<file path="src/ramp_seq_pkg.sv">
// register map, field layout and state encoding of the frequency ramp sequencer
// assumes a 32-bit apb bus with word addressing of 16-bit registers
package ramp_seq_pkg;

  // ****************************************************************
  // register indices (byte address is four times the index)
  // ****************************************************************
  localparam logic [7:0] IDX_RUN_CONTROL = 8'h00;
  localparam logic [7:0] IDX_BURST_CONTROL = 8'h60;
  localparam logic [7:0] IDX_TRIGGER_SELECT = 8'h61;
  localparam logic [7:0] IDX_SEG_ZERO_STEP_HIGH = 8'h62;
  localparam logic [7:0] IDX_SEG_ZERO_STEP_LOW = 8'h63;
  localparam logic [7:0] IDX_SEG_ZERO_LENGTH = 8'h64;
  localparam logic [7:0] IDX_SEG_ZERO_SEQUENCE = 8'h65;
  localparam logic [7:0] IDX_SEG_ONE_STEP_HIGH = 8'h66;
  localparam logic [7:0] IDX_SEG_ONE_STEP_LOW = 8'h67;
  localparam logic [7:0] IDX_SEG_ONE_LENGTH = 8'h68;
  localparam logic [7:0] IDX_CAL_WAIT_AND_MODE = 8'h69;
  localparam logic [7:0] IDX_WAIT_SCALE = 8'h6A;
  localparam logic [7:0] IDX_STATUS = 8'h6B;
  localparam logic [7:0] IDX_OFFSET_HIGH = 8'h6C;
  localparam logic [7:0] IDX_OFFSET_LOW = 8'h6D;
  localparam int NUM_CFG = 11;

  // ****************************************************************
  // writable masks and reset values of the configuration block
  // ****************************************************************
  localparam logic [NUM_CFG-1:0][15:0] CFG_MASK = {
    16'h0017, 16'hFFF3, 16'hFFFF, 16'hFFFF, 16'h3FFF,
    16'h0073, 16'hFFFF, 16'hFFFF, 16'hFFFD, 16'h87FB, 16'hFFFC};
  localparam logic [NUM_CFG-1:0][15:0] CFG_RESET = {
    16'h0007, 16'h0000, 16'h0000, 16'h0000, 16'h0000,
    16'h0000, 16'h0000, 16'h0000, 16'h0000, 16'h0000, 16'h0000};

  // ****************************************************************
  // field positions
  // ****************************************************************
  localparam int RUN_ENABLE_BIT = 15;
  localparam int BURST_ENABLE_BIT = 15;
  localparam int BURST_TOTAL_HI = 14;
  localparam int BURST_TOTAL_LO = 2;
  localparam int SEG_ZERO_RESTART_BIT = 15;
  localparam int TRIG_B_HI = 10;
  localparam int TRIG_B_LO = 7;
  localparam int TRIG_A_HI = 6;
  localparam int TRIG_A_LO = 3;
  localparam int SOURCE_HI = 1;
  localparam int SEG_ZERO_HALF_RATE_BIT = 0;
  localparam int STEP_HIGH_HI = 15;
  localparam int STEP_HIGH_LO = 2;
  localparam int SEG_ONE_STEP_HIGH_HI = 13;
  localparam int SEG_ONE_HALF_RATE_BIT = 6;
  localparam int SEG_ONE_RESTART_BIT = 5;
  localparam int SUCCESSOR_BIT = 4;
  localparam int CAL_WAIT_HI = 15;
  localparam int CAL_WAIT_LO = 6;
  localparam int MANUAL_BIT = 5;
  localparam int POST_CAL_BIT = 4;
  localparam int SCALE_HI = 2;

  // ****************************************************************
  // encodings
  // ****************************************************************
  localparam logic [3:0] TRIG_OFF = 4'h0;
  localparam logic [3:0] TRIG_CLOCK_RISE = 4'h1;
  localparam logic [3:0] TRIG_DIR_RISE = 4'h2;
  localparam logic [3:0] TRIG_ALWAYS = 4'h4;
  localparam logic [3:0] TRIG_CLOCK_FALL = 4'h9;
  localparam logic [3:0] TRIG_DIR_FALL = 4'hA;
  localparam logic [1:0] SRC_TRANSITION = 2'h0;
  localparam logic [1:0] SRC_TRIG_A = 2'h1;
  localparam logic [1:0] SRC_TRIG_B = 2'h2;

  typedef enum logic [2:0] {
    ST_IDLE,
    ST_CAL,
    ST_SEG_ZERO,
    ST_SEG_ONE,
    ST_DONE
  } seq_state_t;

endpackage

</file>
<file path="src/frequency_ramp_sequencer.sv">
// frequency ramp sequencer: two-segment ramp, burst count, triggers, calibration wait
// assumes one clock serving as phase-detector and state-machine clock, an apb master,
// and a vco calibration engine on the same clock answering with a done level

`timescale 1ns/1ps
`default_nettype none

module frequency_ramp_sequencer #(
  parameter int ADDR_W = 12
) (
  // clock and reset
  input wire logic i_clk,
  input wire logic i_rst,
  // apb slave
  input wire logic i_psel,
  input wire logic i_penable,
  input wire logic i_pwrite,
  input wire logic [ADDR_W-1:0] i_paddr,
  input wire logic [31:0] i_pwdata,
  output logic o_pready,
  output logic [31:0] o_prdata,
  output logic o_pslverr,
  // ramp pins from the external controller
  input wire logic i_sweep_clock_pin,
  input wire logic i_sweep_direction_pin,
  // vco calibration engine
  input wire logic i_cal_done,
  output logic o_cal_request,
  // ramp outputs
  output logic [31:0] o_ramp_offset,
  output logic o_ramp_active,
  output logic o_segment_one
);

  // ****************************************************************
  // elaboration checks
  // ****************************************************************
  if (ADDR_W < 11) begin : g_addr_check
    $error("ADDR_W must be at least 11 to decode the upper address bits");
  end

  // ****************************************************************
  // state
  // ****************************************************************
  typedef struct packed {
    logic [ramp_seq_pkg::NUM_CFG-1:0][15:0] cfg;
    logic run;
    logic clk_s1;
    logic clk_s2;
    logic clk_p;
    logic dir_s1;
    logic dir_s2;
    logic dir_p;
    ramp_seq_pkg::seq_state_t state;
    logic [16:0] cal_cnt;
    logic [15:0] len_cnt;
    logic half_ph;
    logic [31:0] offset;
    logic [31:0] seg_one_base;
    logic seg_one_seen;
    logic [12:0] burst_left;
    logic cal_req;
    logic pready;
    logic [31:0] prdata;
    logic pslverr;
    logic active;
    logic seg_one_out;
  } seq_regs_t;

  seq_regs_t s_q;
  seq_regs_t s_d;

  // trigger code decode against the synchronised pin edges
  function automatic logic trig_hit(input logic [3:0] code, input logic ck_r,
                                    input logic ck_f, input logic dr_r, input logic dr_f);
    logic hit;
    hit = 1'b0;
    case (code)
      ramp_seq_pkg::TRIG_CLOCK_RISE: hit = ck_r;
      ramp_seq_pkg::TRIG_DIR_RISE: hit = dr_r;
      ramp_seq_pkg::TRIG_ALWAYS: hit = 1'b1;
      ramp_seq_pkg::TRIG_CLOCK_FALL: hit = ck_f;
      ramp_seq_pkg::TRIG_DIR_FALL: hit = dr_f;
      default: hit = 1'b0;
    endcase
    return hit;
  endfunction

  // advance decode for a two-bit source field
  function automatic logic src_hit(input logic [1:0] src, input logic base,
                                   input logic ta, input logic tb);
    logic hit;
    hit = 1'b0;
    case (src)
      ramp_seq_pkg::SRC_TRANSITION: hit = base;
      ramp_seq_pkg::SRC_TRIG_A: hit = ta;
      ramp_seq_pkg::SRC_TRIG_B: hit = tb;
      default: hit = 1'b0;
    endcase
    return hit;
  endfunction

  // ****************************************************************
  // next state
  // ****************************************************************
  always_comb begin
    logic [7:0] idx;
    logic [3:0] cfg_sel;
    logic cfg_hit;
    logic [15:0] rd16;
    logic access;
    logic ck_r;
    logic ck_f;
    logic dr_r;
    logic dr_f;
    logic trig_a;
    logic trig_b;
    logic [15:0] r_burst;
    logic [15:0] r_trig;
    logic [15:0] r_seq0;
    logic [15:0] r_mode;
    logic manual;
    logic in_seg;
    logic seg1;
    logic half;
    logic tick;
    logic [15:0] dur;
    logic [16:0] len_next;
    logic timeout;
    logic advance;
    logic next_seg1;
    logic [29:0] step;
    logic [16:0] cal_target;
    logic burst_on;
    logic burst_evt;
    idx = 8'h00;
    cfg_sel = 4'h0;
    cfg_hit = 1'b0;
    rd16 = 16'h0000;
    s_d = s_q;
    s_d.cal_req = 1'b0;
    s_d.pready = 1'b0;
    s_d.pslverr = 1'b0;

    // pin synchronisers and edge detection, first stage read only by the second
    s_d.clk_s1 = i_sweep_clock_pin;
    s_d.clk_s2 = s_q.clk_s1;
    s_d.clk_p = s_q.clk_s2;
    s_d.dir_s1 = i_sweep_direction_pin;
    s_d.dir_s2 = s_q.dir_s1;
    s_d.dir_p = s_q.dir_s2;
    ck_r = s_q.clk_s2 & ~s_q.clk_p;
    ck_f = ~s_q.clk_s2 & s_q.clk_p;
    dr_r = s_q.dir_s2 & ~s_q.dir_p;
    dr_f = ~s_q.dir_s2 & s_q.dir_p;

    // configuration fields
    r_burst = s_q.cfg[0];
    r_trig = s_q.cfg[1];
    r_seq0 = s_q.cfg[5];
    r_mode = s_q.cfg[9];
    manual = r_mode[ramp_seq_pkg::MANUAL_BIT];
    trig_a = trig_hit(r_trig[ramp_seq_pkg::TRIG_A_HI:ramp_seq_pkg::TRIG_A_LO],
                      ck_r, ck_f, dr_r, dr_f);
    trig_b = trig_hit(r_trig[ramp_seq_pkg::TRIG_B_HI:ramp_seq_pkg::TRIG_B_LO],
                      ck_r, ck_f, dr_r, dr_f);
    burst_on = r_burst[ramp_seq_pkg::BURST_ENABLE_BIT];

    // per-segment selection of step, duration, half rate and advance
    seg1 = (s_q.state == ramp_seq_pkg::ST_SEG_ONE);
    in_seg = seg1 | (s_q.state == ramp_seq_pkg::ST_SEG_ZERO);
    if (seg1) begin
      step = {s_q.cfg[6][ramp_seq_pkg::SEG_ONE_STEP_HIGH_HI:0], s_q.cfg[7]};
      dur = s_q.cfg[8];
      half = r_seq0[ramp_seq_pkg::SEG_ONE_HALF_RATE_BIT];
      next_seg1 = r_mode[ramp_seq_pkg::SUCCESSOR_BIT];
    end else begin
      step = {s_q.cfg[2][ramp_seq_pkg::STEP_HIGH_HI:ramp_seq_pkg::STEP_HIGH_LO],
              s_q.cfg[3]};
      dur = s_q.cfg[4];
      half = s_q.cfg[2][ramp_seq_pkg::SEG_ZERO_HALF_RATE_BIT];
      next_seg1 = r_seq0[ramp_seq_pkg::SUCCESSOR_BIT];
    end
    tick = ~half | s_q.half_ph;
    len_next = {1'b0, s_q.len_cnt} + 17'h00001;
    timeout = tick & (len_next >= {1'b0, dur});
    advance = seg1 ? src_hit(r_mode[ramp_seq_pkg::SOURCE_HI:0], timeout, trig_a, trig_b)
                   : src_hit(r_seq0[ramp_seq_pkg::SOURCE_HI:0], timeout, trig_a,
                             trig_b);
    burst_evt = src_hit(r_trig[ramp_seq_pkg::SOURCE_HI:0], in_seg & advance, trig_a,
                        trig_b);
    cal_target = 17'({7'h00, r_mode[ramp_seq_pkg::CAL_WAIT_HI:ramp_seq_pkg::CAL_WAIT_LO]}
                     << s_q.cfg[10][ramp_seq_pkg::SCALE_HI:0]);

    // ramp sequencer
    case (s_q.state)
      ramp_seq_pkg::ST_IDLE: begin
        if (s_q.run) begin
          s_d.offset = 32'h00000000;
          s_d.seg_one_seen = 1'b0;
          s_d.burst_left = r_burst[ramp_seq_pkg::BURST_TOTAL_HI:ramp_seq_pkg::BURST_TOTAL_LO];
          s_d.len_cnt = 16'h0000;
          s_d.half_ph = 1'b0;
          s_d.cal_cnt = 17'h00000;
          if (burst_on && r_burst[ramp_seq_pkg::BURST_TOTAL_HI:ramp_seq_pkg::BURST_TOTAL_LO]
              == 13'h0000) begin
            s_d.state = ramp_seq_pkg::ST_DONE;
          end else if (manual) begin
            s_d.state = ramp_seq_pkg::ST_SEG_ZERO;
          end else begin
            s_d.cal_req = 1'b1;
            s_d.state = ramp_seq_pkg::ST_CAL;
          end
        end
      end
      ramp_seq_pkg::ST_CAL: begin
        if (s_q.cal_cnt < cal_target) begin
          s_d.cal_cnt = s_q.cal_cnt + 17'h00001;
        end else if (i_cal_done) begin
          s_d.state = ramp_seq_pkg::ST_SEG_ZERO;
        end
      end
      ramp_seq_pkg::ST_SEG_ZERO, ramp_seq_pkg::ST_SEG_ONE: begin
        s_d.half_ph = half & ~s_q.half_ph;
        if (tick) begin
          s_d.offset = s_q.offset + 32'(signed'(step));
          s_d.len_cnt = len_next[15:0];
        end
        if (advance) begin
          s_d.len_cnt = 16'h0000;
          s_d.half_ph = 1'b0;
          s_d.cal_req = s_q.cfg[10][ramp_seq_pkg::POST_CAL_BIT];
          if (next_seg1) begin
            s_d.state = ramp_seq_pkg::ST_SEG_ONE;
            if (!s_q.seg_one_seen) begin
              s_d.seg_one_base = s_d.offset;
              s_d.seg_one_seen = 1'b1;
            end else if (r_seq0[ramp_seq_pkg::SEG_ONE_RESTART_BIT] && !manual) begin
              s_d.offset = s_q.seg_one_base;
            end
          end else begin
            s_d.state = ramp_seq_pkg::ST_SEG_ZERO;
            if (r_trig[ramp_seq_pkg::SEG_ZERO_RESTART_BIT] && !manual) begin
              s_d.offset = 32'h00000000;
            end
          end
        end
        if (burst_on && burst_evt) begin
          s_d.burst_left = s_q.burst_left - 13'h0001;
          if (s_q.burst_left == 13'h0001) begin
            s_d.state = ramp_seq_pkg::ST_DONE;
            s_d.cal_req = s_q.cfg[10][ramp_seq_pkg::POST_CAL_BIT];
          end
        end
      end
      ramp_seq_pkg::ST_DONE: begin
        s_d.state = ramp_seq_pkg::ST_DONE;
      end
      default: begin
        s_d.state = ramp_seq_pkg::ST_IDLE;
      end
    endcase
    if (!s_q.run) begin
      s_d.state = ramp_seq_pkg::ST_IDLE;
    end
    // ramp flags registered from the next state so the outputs come from flops
    s_d.active = (s_d.state == ramp_seq_pkg::ST_SEG_ZERO)
                 | (s_d.state == ramp_seq_pkg::ST_SEG_ONE);
    s_d.seg_one_out = (s_d.state == ramp_seq_pkg::ST_SEG_ONE);

    // apb decode and register access
    access = i_psel & i_penable;
    idx = i_paddr[9:2];
    if (idx >= ramp_seq_pkg::IDX_BURST_CONTROL && idx <= ramp_seq_pkg::IDX_WAIT_SCALE) begin
      cfg_hit = 1'b1;
      cfg_sel = 4'(idx - ramp_seq_pkg::IDX_BURST_CONTROL);
      rd16 = s_q.cfg[cfg_sel];
    end else if (idx == ramp_seq_pkg::IDX_RUN_CONTROL) begin
      rd16 = {s_q.run, 15'h0000};
    end else if (idx == ramp_seq_pkg::IDX_STATUS) begin
      rd16 = {in_seg, s_q.state == ramp_seq_pkg::ST_DONE, seg1, s_q.burst_left};
    end else if (idx == ramp_seq_pkg::IDX_OFFSET_HIGH) begin
      rd16 = s_q.offset[31:16];
    end else if (idx == ramp_seq_pkg::IDX_OFFSET_LOW) begin
      rd16 = s_q.offset[15:0];
    end
    if (access && !s_q.pready) begin
      s_d.pready = 1'b1;
      s_d.prdata = {16'h0000, rd16};
      s_d.pslverr = ~(cfg_hit | idx == ramp_seq_pkg::IDX_RUN_CONTROL
                      | idx == ramp_seq_pkg::IDX_STATUS | idx == ramp_seq_pkg::IDX_OFFSET_HIGH
                      | idx == ramp_seq_pkg::IDX_OFFSET_LOW) | (i_paddr[1:0] != 2'h0)
                    | (i_paddr[ADDR_W-1:10] != '0)
                    | (i_pwrite & ~(cfg_hit | idx == ramp_seq_pkg::IDX_RUN_CONTROL));
    end
    if (access && s_q.pready && i_pwrite && !s_q.pslverr) begin
      if (cfg_hit) begin
        s_d.cfg[cfg_sel] = i_pwdata[15:0] & ramp_seq_pkg::CFG_MASK[cfg_sel];
      end else begin
        s_d.run = i_pwdata[ramp_seq_pkg::RUN_ENABLE_BIT];
      end
    end
  end

  // ****************************************************************
  // state register
  // ****************************************************************
  always_ff @(posedge i_clk) begin
    if (i_rst) begin
      s_q <= '0;
      s_q.cfg <= ramp_seq_pkg::CFG_RESET;
      s_q.state <= ramp_seq_pkg::ST_IDLE;
    end else begin
      s_q <= s_d;
    end
  end

  // outputs taken straight from the state register
  assign o_pready = s_q.pready;
  assign o_prdata = s_q.prdata;
  assign o_pslverr = s_q.pslverr;
  assign o_cal_request = s_q.cal_req;
  assign o_ramp_offset = s_q.offset;
  assign o_ramp_active = s_q.active;
  assign o_segment_one = s_q.seg_one_out;

endmodule

`default_nettype wire

</file>
<file path="config.mk">
export PLATFORM = sky130hd
export DESIGN_NAME = frequency_ramp_sequencer
export DESIGN_NICKNAME = d
export VERILOG_FILES = /design/src/ramp_seq_pkg.sv /design/src/frequency_ramp_sequencer.sv
export SDC_FILE = /design/constraint.sdc
export NUM_CORES = 1
export LEC_CHECK = 0
export BUFFER_PORTS_ARGS = -buffer_cell sky130_fd_sc_hd__buf_2
export CORE_UTILIZATION = 56
export CTS_CLUSTER_DIAMETER = 50
export CTS_CLUSTER_SIZE = 16
export DETAILED_ROUTE_END_ITERATION = 12
export GPL_TIMING_DRIVEN = 0
export PLACE_DENSITY = 0.78
export SLEW_MARGIN = 20
export SYNTH_ARGS = -nofsm -noshare
export SYNTH_HDL_FRONTEND = slang
export SYNTH_SLANG_ARGS = --single-unit
</file>
<file path="constraint.sdc">
create_clock -name i_clk -period 4.45 [get_ports i_clk]
set_input_delay 0.445 -clock i_clk [delete_from_list [all_inputs] [get_ports i_clk]]
set_output_delay 0.445 -clock i_clk [all_outputs]
set_load 0.005 [all_outputs]
</file>
==> key figures, run 1 <==
Setup path
  • Critical Path Sink: s_q[40]$_SDFFE_PP0P_
  • Crit path arrival time: 4.90 ns
  • Critical path depth: 21
  • Slowest-stage cell, CP: a2111oi_4
  • Setup CP Type: register to register
  • Startpoint Class: register
  • Largest stage delay on the critical path: 0.38 ns
  • CP max FO: 6
  • Crit path required time: 4.86 ns
  • Worst R2R Path Depth: 21
  • Worst Setup SP: s_q[116]$_SDFFE_PP0P_
  • Worst R2R End: s_q[40]$_SDFFE_PP0P_
  • CP cell instances: ha_4 > and3_4 > and3_4 > and3_4 > and3_4 > and3_4 > nand3_4 > xnor2_2 > ha_1 > and4_1 > and3_4 > o211ai_1 > a31o_2 > a31o_4 > a2111oi_4 > o21ai_4 > a21o_1 > buf_6 > buf_4 > a222oi_1 > nor2_1
  • Reg2reg start: s_q[116]$_SDFFE_PP0P_
  • R2R Setup Slk: -0.04 ns
  • Endpoint type of the worst setup path: register
  • Top cell by count, worst path: and3_4
  • CP bufs+invs: 2
  • CP top delay family: compound AO/OA/AOI/OAI gates

Timing
  • Final TNS setup: -0.1154 ns
  • Hold WS: 0.09796 ns
  • Skew final: 0.03812 ns
  • RSZ-0062 raised after global routing: yes
  • Rel. slew slack: 0.2094
  • Fmax: 222.6 MHz
  • Fin crit share: 1.010
  • Pins over their slew limit: 0
  • Post-route minimum period: 4.492 ns
  • Final hold violation count: 0
  • Setup WS post-layout: -0.04246 ns
  • Worst Max-Slew Pin Slew: 1.186 ns
  • Final setup viols: 6

Synthesis
  • Synth top area cells: dfxtp_1 (35%), nor2_1 (8.5%), a21oi_1 (7.3%), mux2i_1 (5.8%), ha_1 (4.9%)
  • Unique masters post-synth: 86
  • Post-synthesis mux area share: 0.1200
  • Most common cell in the netlist: nor2_1
  • Synth Flop Type: dfxtp_1
  • Simple-Gate Fraction of Synth Area: 0.1948
  • Synth Area in XOR/XNOR: 0.02035
  • Synth Instances: 2266
  • Compound-Gate Fraction of Synth Area: 0.2044
  • Main combinational cell family by area after synthesis: compound AO/OA/AOI/OAI gates
  • Register area share after synthesis: 0.3450
  • Synthesized area: 0.01851 mm2
  • Ys async rst share: 0
  • Post-synth top area cell: dfxtp_1
  • Top cells by count, synth: nor2_1 (420), dfxtp_1 (319), a21oi_1 (270)
  • EDFF count, synth: 0
  • Warnings, synthesis: 0
  • Post-Synth Adder-Cell Area: 0.04975
  • Synth Register Bits: 319
  • Area share of the largest cell type after synthesis: 0.3450
  • Syn avg cell area: 8.168 um2

Cells and area
  • Proportion of layout cells with a drive suffix above 1: 0.1812
  • Multi-input logic area: 0.01131 mm2
  • Utilization after layout: 0.6689
  • Area grow syn2layout: 17.59%
  • Sequential Area: 0.006397 mm2
  • Final nets: 2568
  • # fillers: 2849

Clocking
  • Clk Latency, worst-skew pair: 0.57 ns
  • Clock root cell: clkbuf_16
  • Clk slew on worst S/H paths: 0.07 ns
  • CTS tree: done
  • H-Tree Depth: 2
  • Max clock buf depth: 3
  • CTS sink cnt: 319
  • CTS buffer count: 39
  • Hold bufs inserted after CTS: 0

Hold path
  • Hold WC Path Type: input port to register

Placed design
  • Dpl ws: -1.250 ns
  • GPL Wtd Cong: 1.080
  • DP Wirelength: 57350 um
  • IO Port Bufs: 84

Flow run
  • Max-capacitance violation count: 0

Floorplanning
  • Starting Density: 0.5689
  • Die area: 0.03378 mm2
  • # IOs: 121
  • Total core area: 0.03254 mm2
  • FP Rows: 66
  • Die X: 183.8 um
  • Die height: 183.8 um

Global route
  • First-pass GRT wire length: 111200 um
  • Initial antenna violation count: 1
  • Grt total ovfl: 0
  • Largest net degree at the start of global routing: 17
  • Vias in the first global route: 17680
  • GRT Total Usage: 0.4493

Drt
  • WL/cell: 26.23 um
  • Post-Route WL: 76470 um
  • First-pass DRT Iterations: 8
  • Final antenna-violating net count: 0
  • DRC errors left: 0
  • Via density: 6.553
  • Routed vias: 19100
  • Detailed router's first-iteration violation count: 2320

Power
  • Total Power: 6.682 mW
  • Gate power share: 0.048
  • Switching Fraction: 0.2529
  • P_leak: 9.259 nW
  • Pwr per Cell Area: 307.0 mW/mm2
  • Reg power frac: 0.430
  • Switch Pwr: 1.690 mW
  • Clk network pwr share: 0.522
  • Max VDD drop: 0.0003817 V
  • Internal power: 4.992 mW

Status
  • Status: finished, violations left
  • Failing checks: setup timing
==> stage by stage <==
step | cell area [um2] | std cells
after global routing | 21760 | 2914
after detailed placement | 19550 | 2807
after CTS | 21450 | 2900
after global placement | 19540 | 2807
final | 21760 | 2915
after floorplan | 18570 | 2281
==> registers in the layout (all words and copies together) (netlist names) <==
| signal | count |
|---|---|
| s_q | 262 |
| o_ramp_offset | 32 |
| o_prdata | 16 |
| s_d | 4 |
| o_cal_request | 1 |
| o_pready | 1 |
| o_pslverr | 1 |
| o_ramp_active | 1 |
| o_segment_one | 1 |
==> logic make-up (layout without fill, tap and decap cells) <==
kind of cell	Yosys count	in the layout
flops	319	319
mux	177	177
compound gates	591	591
fa+ha+maj	73	73
other cells	1	17
xor+xnor	43	43
buf+inv	251	442
simple gates	811	811
==> worst reg2reg max path, stage by stage (launching register included) <==
cell and delay [ns]:
dfxtp_4 0.36, ha_4 0.14, and3_4 0.19, and3_4 0.19
and3_4 0.19, and3_4 0.19, and3_4 0.22, nand3_4 0.08
xnor2_2 0.16, ha_1 0.30, and4_1 0.19, and3_4 0.19
o211ai_1 0.08, a31o_2 0.24, a31o_4 0.26, a2111oi_4 0.38
o21ai_4 0.16, a21o_1 0.22, buf_6 0.13, buf_4 0.13
a222oi_1 0.25, nor2_1 0.09
==> cell type report <==
class | instances | share of cell area
Buffer | 214 | 0.05496
Clock inverter | 30 | 0.01874
Inverter | 32 | 0.005519
Sequential cell | 319 | 0.2939
Clock buffer | 40 | 0.04547
Antenna cell | 1 | 0.0001150
Multi-Input combinational cell | 1711 | 0.5196
Tap cell | 442 | 0.02541
Timing Repair Buffer | 126 | 0.03627
==> layout by cell type, fill, tap and decap left out, types with 32 or more instances in the layout <==
cell type / n
nor2_1: 416
dfxtp_1: 314
a21oi_1: 269
nand2_1: 164
clkbuf_1: 109
mux2i_1: 108
buf_4: 100
buf_2: 88
ha_1: 67
o21ai_0: 60
nand3_1: 59
clkbuf_16: 41
mux2_2: 36
inv_1: 32
mux4_2: 32
==> power by group through the flow <==
stage	sequential, mW	combinational, mW	clock (mW)
floorplan	2.94	0.180	0
global placement	2.94	0.301	0
detailed placement	2.94	0.304	0
CTS	2.87	0.307	3.47
global route	2.87	0.336	3.60
finish	2.87	0.324	3.49
==> worst min-delay path by stage <==
stage / start / to / slack [ns] / cells past startpoint
6_report: i_sweep_clock_pin / s_d[156]$_SDFF_PP0_ / 0.1 / 2
5_1_grt: i_sweep_clock_pin / s_d[156]$_SDFF_PP0_ / 0.11 / 2
4_1_cts: i_sweep_clock_pin / s_d[156]$_SDFF_PP0_ / 0.09 / 2
3_5_place_dp: s_d[156]$_SDFF_PP0_ / s_d[155]$_SDFF_PP0_ / 0.44 / 1
3_3_place_gp: s_d[156]$_SDFF_PP0_ / s_d[155]$_SDFF_PP0_ / 0.42 / 1
2_1_floorplan: s_d[153]$_SDFF_PP0_ / s_d[152]$_SDFF_PP0_ / 0.41 / 1
==> per-layer routing <==
metal,share of wire,up-vias,GRT usage
li1,-,8407,-
met1,0.38,9030,0.5709
met2,0.42,1357,0.6655
met3,0.14,309,0.1395
met4,0.067,0,0.2717
met5,0,-,0
==> repair_timing <==
item	CTS	global route
cloned	3	0
resized for setup	76	66
pin swaps	19	35
setup buffers	21	18
endpoints found under the setup margin	206	273
(Power assumes the default switching activity.)
==> inputs of run 2 (changes only) <==
- BUFFER_PORTS_ARGS: -buffer_cell sky130_fd_sc_hd__buf_2 -> default
- CORE_UTILIZATION: 56 -> 58
- DONT_BUFFER_PORTS: default -> 1
- PLACE_DENSITY: 0.78 -> 0.76
==> run 2 against run 1 <==
  * The run still ends with setup timing left
  * Largest power group unchanged
  * Critical endpoint is now o_ramp_offset[27]$_SDFFE_PP0P_
  * Clock-buffer cell count grew 5
  * Critical path depth grew 1
  * Critical path type unchanged
  * Core utilization grew 1.3 points
  * First-iteration DRC count grew 15%
==> key figures, run 2 (synthesized netlist as in run 1, its figures left out) <==
Status
  • Status: finished, violations left
  • Failing checks: setup timing

Hold path
  • Hold WC Path Type: input port to register

Drt
  • Wire length on met1: 29190 um (+1.7%)
  • Post-Route WL: 74700 um (-2.3%)
  • Final antenna-violating net count: 0 (unchanged)
  • First-pass DRT Iterations: 9 (+1)
  • DRC errors left: 0 (unchanged)
  • DR WL met2: 31370 um (-2.4%)
  • Top sig layer: met4
  • Routed vias: 18830 (-1.4%)
  • WL/cell: 26.68 um (+1.7%)
  • Via density: 6.726 (+2.6%)
  • Detailed router's first-iteration violation count: 2679 (+15%)
  • WL met3: 10150 um (-3.6%)

Placed design
  • Post-DP Area: 0.01907 mm2 (-2.4%)
  • IO Port Bufs: 0 (-100%)
  • GPL Wtd Cong: 1.107 (+2.5%)
  • DP Wirelength: 56000 um (-2.4%)
  • Dpl ws: -1.392 ns (-0.1417 ns)

Timing
  • Post-route minimum period: 4.527 ns (+0.03497 ns)
  • RSZ-0062 raised after global routing: yes
  • Worst Max-Slew Pin Slew: 1.064 ns (-0.1221 ns)
  • Fin crit share: 1.017 (+0.007858)
  • Fmax: 220.9 MHz (-0.77%)
  • Skew final: 0.02763 ns (-0.01050 ns)
  • Rel. slew slack: 0.2907 (+0.08138)
  • Final hold violation count: 0 (unchanged)
  • Final setup viols: 11 (+5)
  • Setup WS post-layout: -0.07743 ns (-0.03497 ns)
  • Pins over their slew limit: 0 (unchanged)

Setup path
  • Worst Setup SP: s_q[116]$_SDFFE_PP0P_
  • Setup CP Type: register to register
  • Critical Path Sink: o_ramp_offset[27]$_SDFFE_PP0P_
  • Startpoint Class: register
  • CP max FO: 5 (-1)
  • Reg2reg start: s_q[116]$_SDFFE_PP0P_
  • Worst R2R Path Depth: 22 (+4.8%)
  • Worst R2R End: o_ramp_offset[27]$_SDFFE_PP0P_
  • Crit path required time: 4.85 ns (about the same)
  • Endpoint type of the worst setup path: register
  • Crit path arrival time: 4.92 ns (+0.02 ns)
  • R2R Setup Slk: -0.08 ns (-0.03 ns)

Global route
  • Grt total ovfl: 0 (unchanged)
  • GRT Total Usage: 0.4430 (-0.006285)
  • Largest net degree at the start of global routing: 17 (unchanged)
  • Initial antenna violation count: 0 (-1)
  • First-pass GRT wire length: 107900 um (-2.9%)
  • Vias in the first global route: 17130 (-3.1%)

Cells and area
  • Area grow syn2layout: 15.97%
  • Max reg flops: 262 (unchanged)
  • Proportion of layout cells with a drive suffix above 1: 0.1594 (-0.02186)
  • Commonest non-fill, non-tap cell in the layout: nor2_1
  • Final nets: 2494 (-2.9%)
  • Reg with most FFs: s_q
  • Post-Layout Inst Area: 0.02146 mm2 (-1.4%)
  • Commonest cells after routing, fill and taps aside: nor2_1 (409), dfxtp_1 (315), a21oi_1 (266), nand2_1 (164), clkbuf_1 (116)

Floorplanning
  • Die height: 180.6 um (-1.7%)
  • Die X: 180.6 um (-1.7%)
  • Die area: 0.03263 mm2 (-3.4%)
  • FP Rows: 65 (-1.5%)
  • Total core area: 0.03147 mm2 (-3.3%)
  • # IOs: 121 (unchanged)
  • Starting Density: 0.5881 (+0.01920)

Power
  • Clk network pwr share: 0.509 (-0.013)
  • P_leak: 8.915 nW (-3.7%)
  • Reg power frac: 0.446 (+0.016)
  • Pwr per Cell Area: 300.1 mW/mm2 (-2.2%)
  • Internal power: 4.819 mW (-3.5%)
  • Gate power share: 0.046 (-0.002)
  • Total Power: 6.442 mW (-3.6%)
  • Switch Pwr: 1.623 mW (-3.9%)
  • Max VDD drop: 0.0003672 V (-3.8%)
  • Switching Fraction: 0.2520 (-0.0008838)

Flow run
  • Max-capacitance violation count: 0 (unchanged)

Clocking
  • Clock root cell: clkbuf_16
  • Hold bufs inserted after CTS: 0 (unchanged)
  • Clk slew on worst S/H paths: 0.07 ns (about the same)
  • CTS tree: done
  • H-Tree Depth: 2 (unchanged)
  • CTS buffer count: 39 (unchanged)
  • CTS sink cnt: 319 (unchanged)
  • Clk Latency, worst-skew pair: 0.56 ns (about the same)
  • Max clock buf depth: 3 (unchanged)
run 2: repair_timing:
action / in CTS / in global routing
gates cloned: 2 / 2
setup endpoints to repair: 167 / 286
hold endpoints to repair: 0 / 0
setup buffers: 26 / 23
resized for setup: 100 / 73
pin swaps: 36 / 33
run 2: worst max-delay path, cell delays in order (launching register included):
cell      delay, ns
dfxtp_4        0.37
ha_4           0.14
and3_4         0.19
and3_4         0.19
and3_4         0.19
and3_4         0.18
and3_4         0.23
nand3_4        0.09
xnor2_2        0.16
ha_1           0.32
and4_4         0.23
and3_4         0.18
o211ai_1       0.08
a31o_2         0.23
a31o_4         0.29
buf_6          0.14
a21oi_4        0.20
buf_6          0.14
nand2b_4       0.18
nor2_4         0.09
buf_8          0.22
a32oi_4        0.22
a21oi_1        0.11
run 2: stage by stage:
stage	setup TNS, ns	std cells	utilization	hold WS (ns)
after floorplan	0	2281	-	0.4138
after global placement	-153.40	2683	0.6058	0.4226
after detailed placement	-176.82	2683	0.6060	0.4388
after CTS	-0.6131	2778	0.6670	0.02511
after global routing	-2.669	2799	0.6819	0.03376
final	-0.2180	2800	0.6820	0.02799
run 2: area by class of cell:
type | instances | area [um2]
Buffer | 213 | 1204
Sequential cell | 319 | 6396
Tap cell | 402 | 503.0
Inverter | 32 | 120.1
Clock inverter | 24 | 289.0
Multi-Input combinational cell | 1711 | 11420
Clock buffer | 45 | 1018
Fill cell | 2590 | 10010
Antenna cell | 1 | 2.502
Timing Repair Buffer | 53 | 515.5
run 2: worst min path at each step:
stage | from | to | cells after the start
6_report | i_sweep_clock_pin | s_d[156]$_SDFF_PP0_ | 1
5_1_grt | i_sweep_clock_pin | s_d[156]$_SDFF_PP0_ | 1
4_1_cts | i_sweep_clock_pin | s_d[156]$_SDFF_PP0_ | 1
3_5_place_dp | s_d[156]$_SDFF_PP0_ | s_d[155]$_SDFF_PP0_ | 1
3_3_place_gp | s_d[156]$_SDFF_PP0_ | s_d[155]$_SDFF_PP0_ | 1
2_1_floorplan | s_d[153]$_SDFF_PP0_ | s_d[152]$_SDFF_PP0_ | 1
run 2: metal layers:
layer	vias to the layer above	GRT usage
met5	-	0
met4	0	0.2161
met3	256	0.1168
met2	1346	0.6527
met1	8969	0.5991
li1	8263	-
run 2: power by group through the flow:
stage                     clock [mW]  sequential [mW]  combinational [mW]
after CTS                       3.28             2.87               0.279
final                           3.28             2.87               0.293
after floorplan                    0             2.94               0.180
after global routing            3.38             2.87               0.303
after detailed placement           0             2.94               0.276
after global placement             0             2.94               0.274
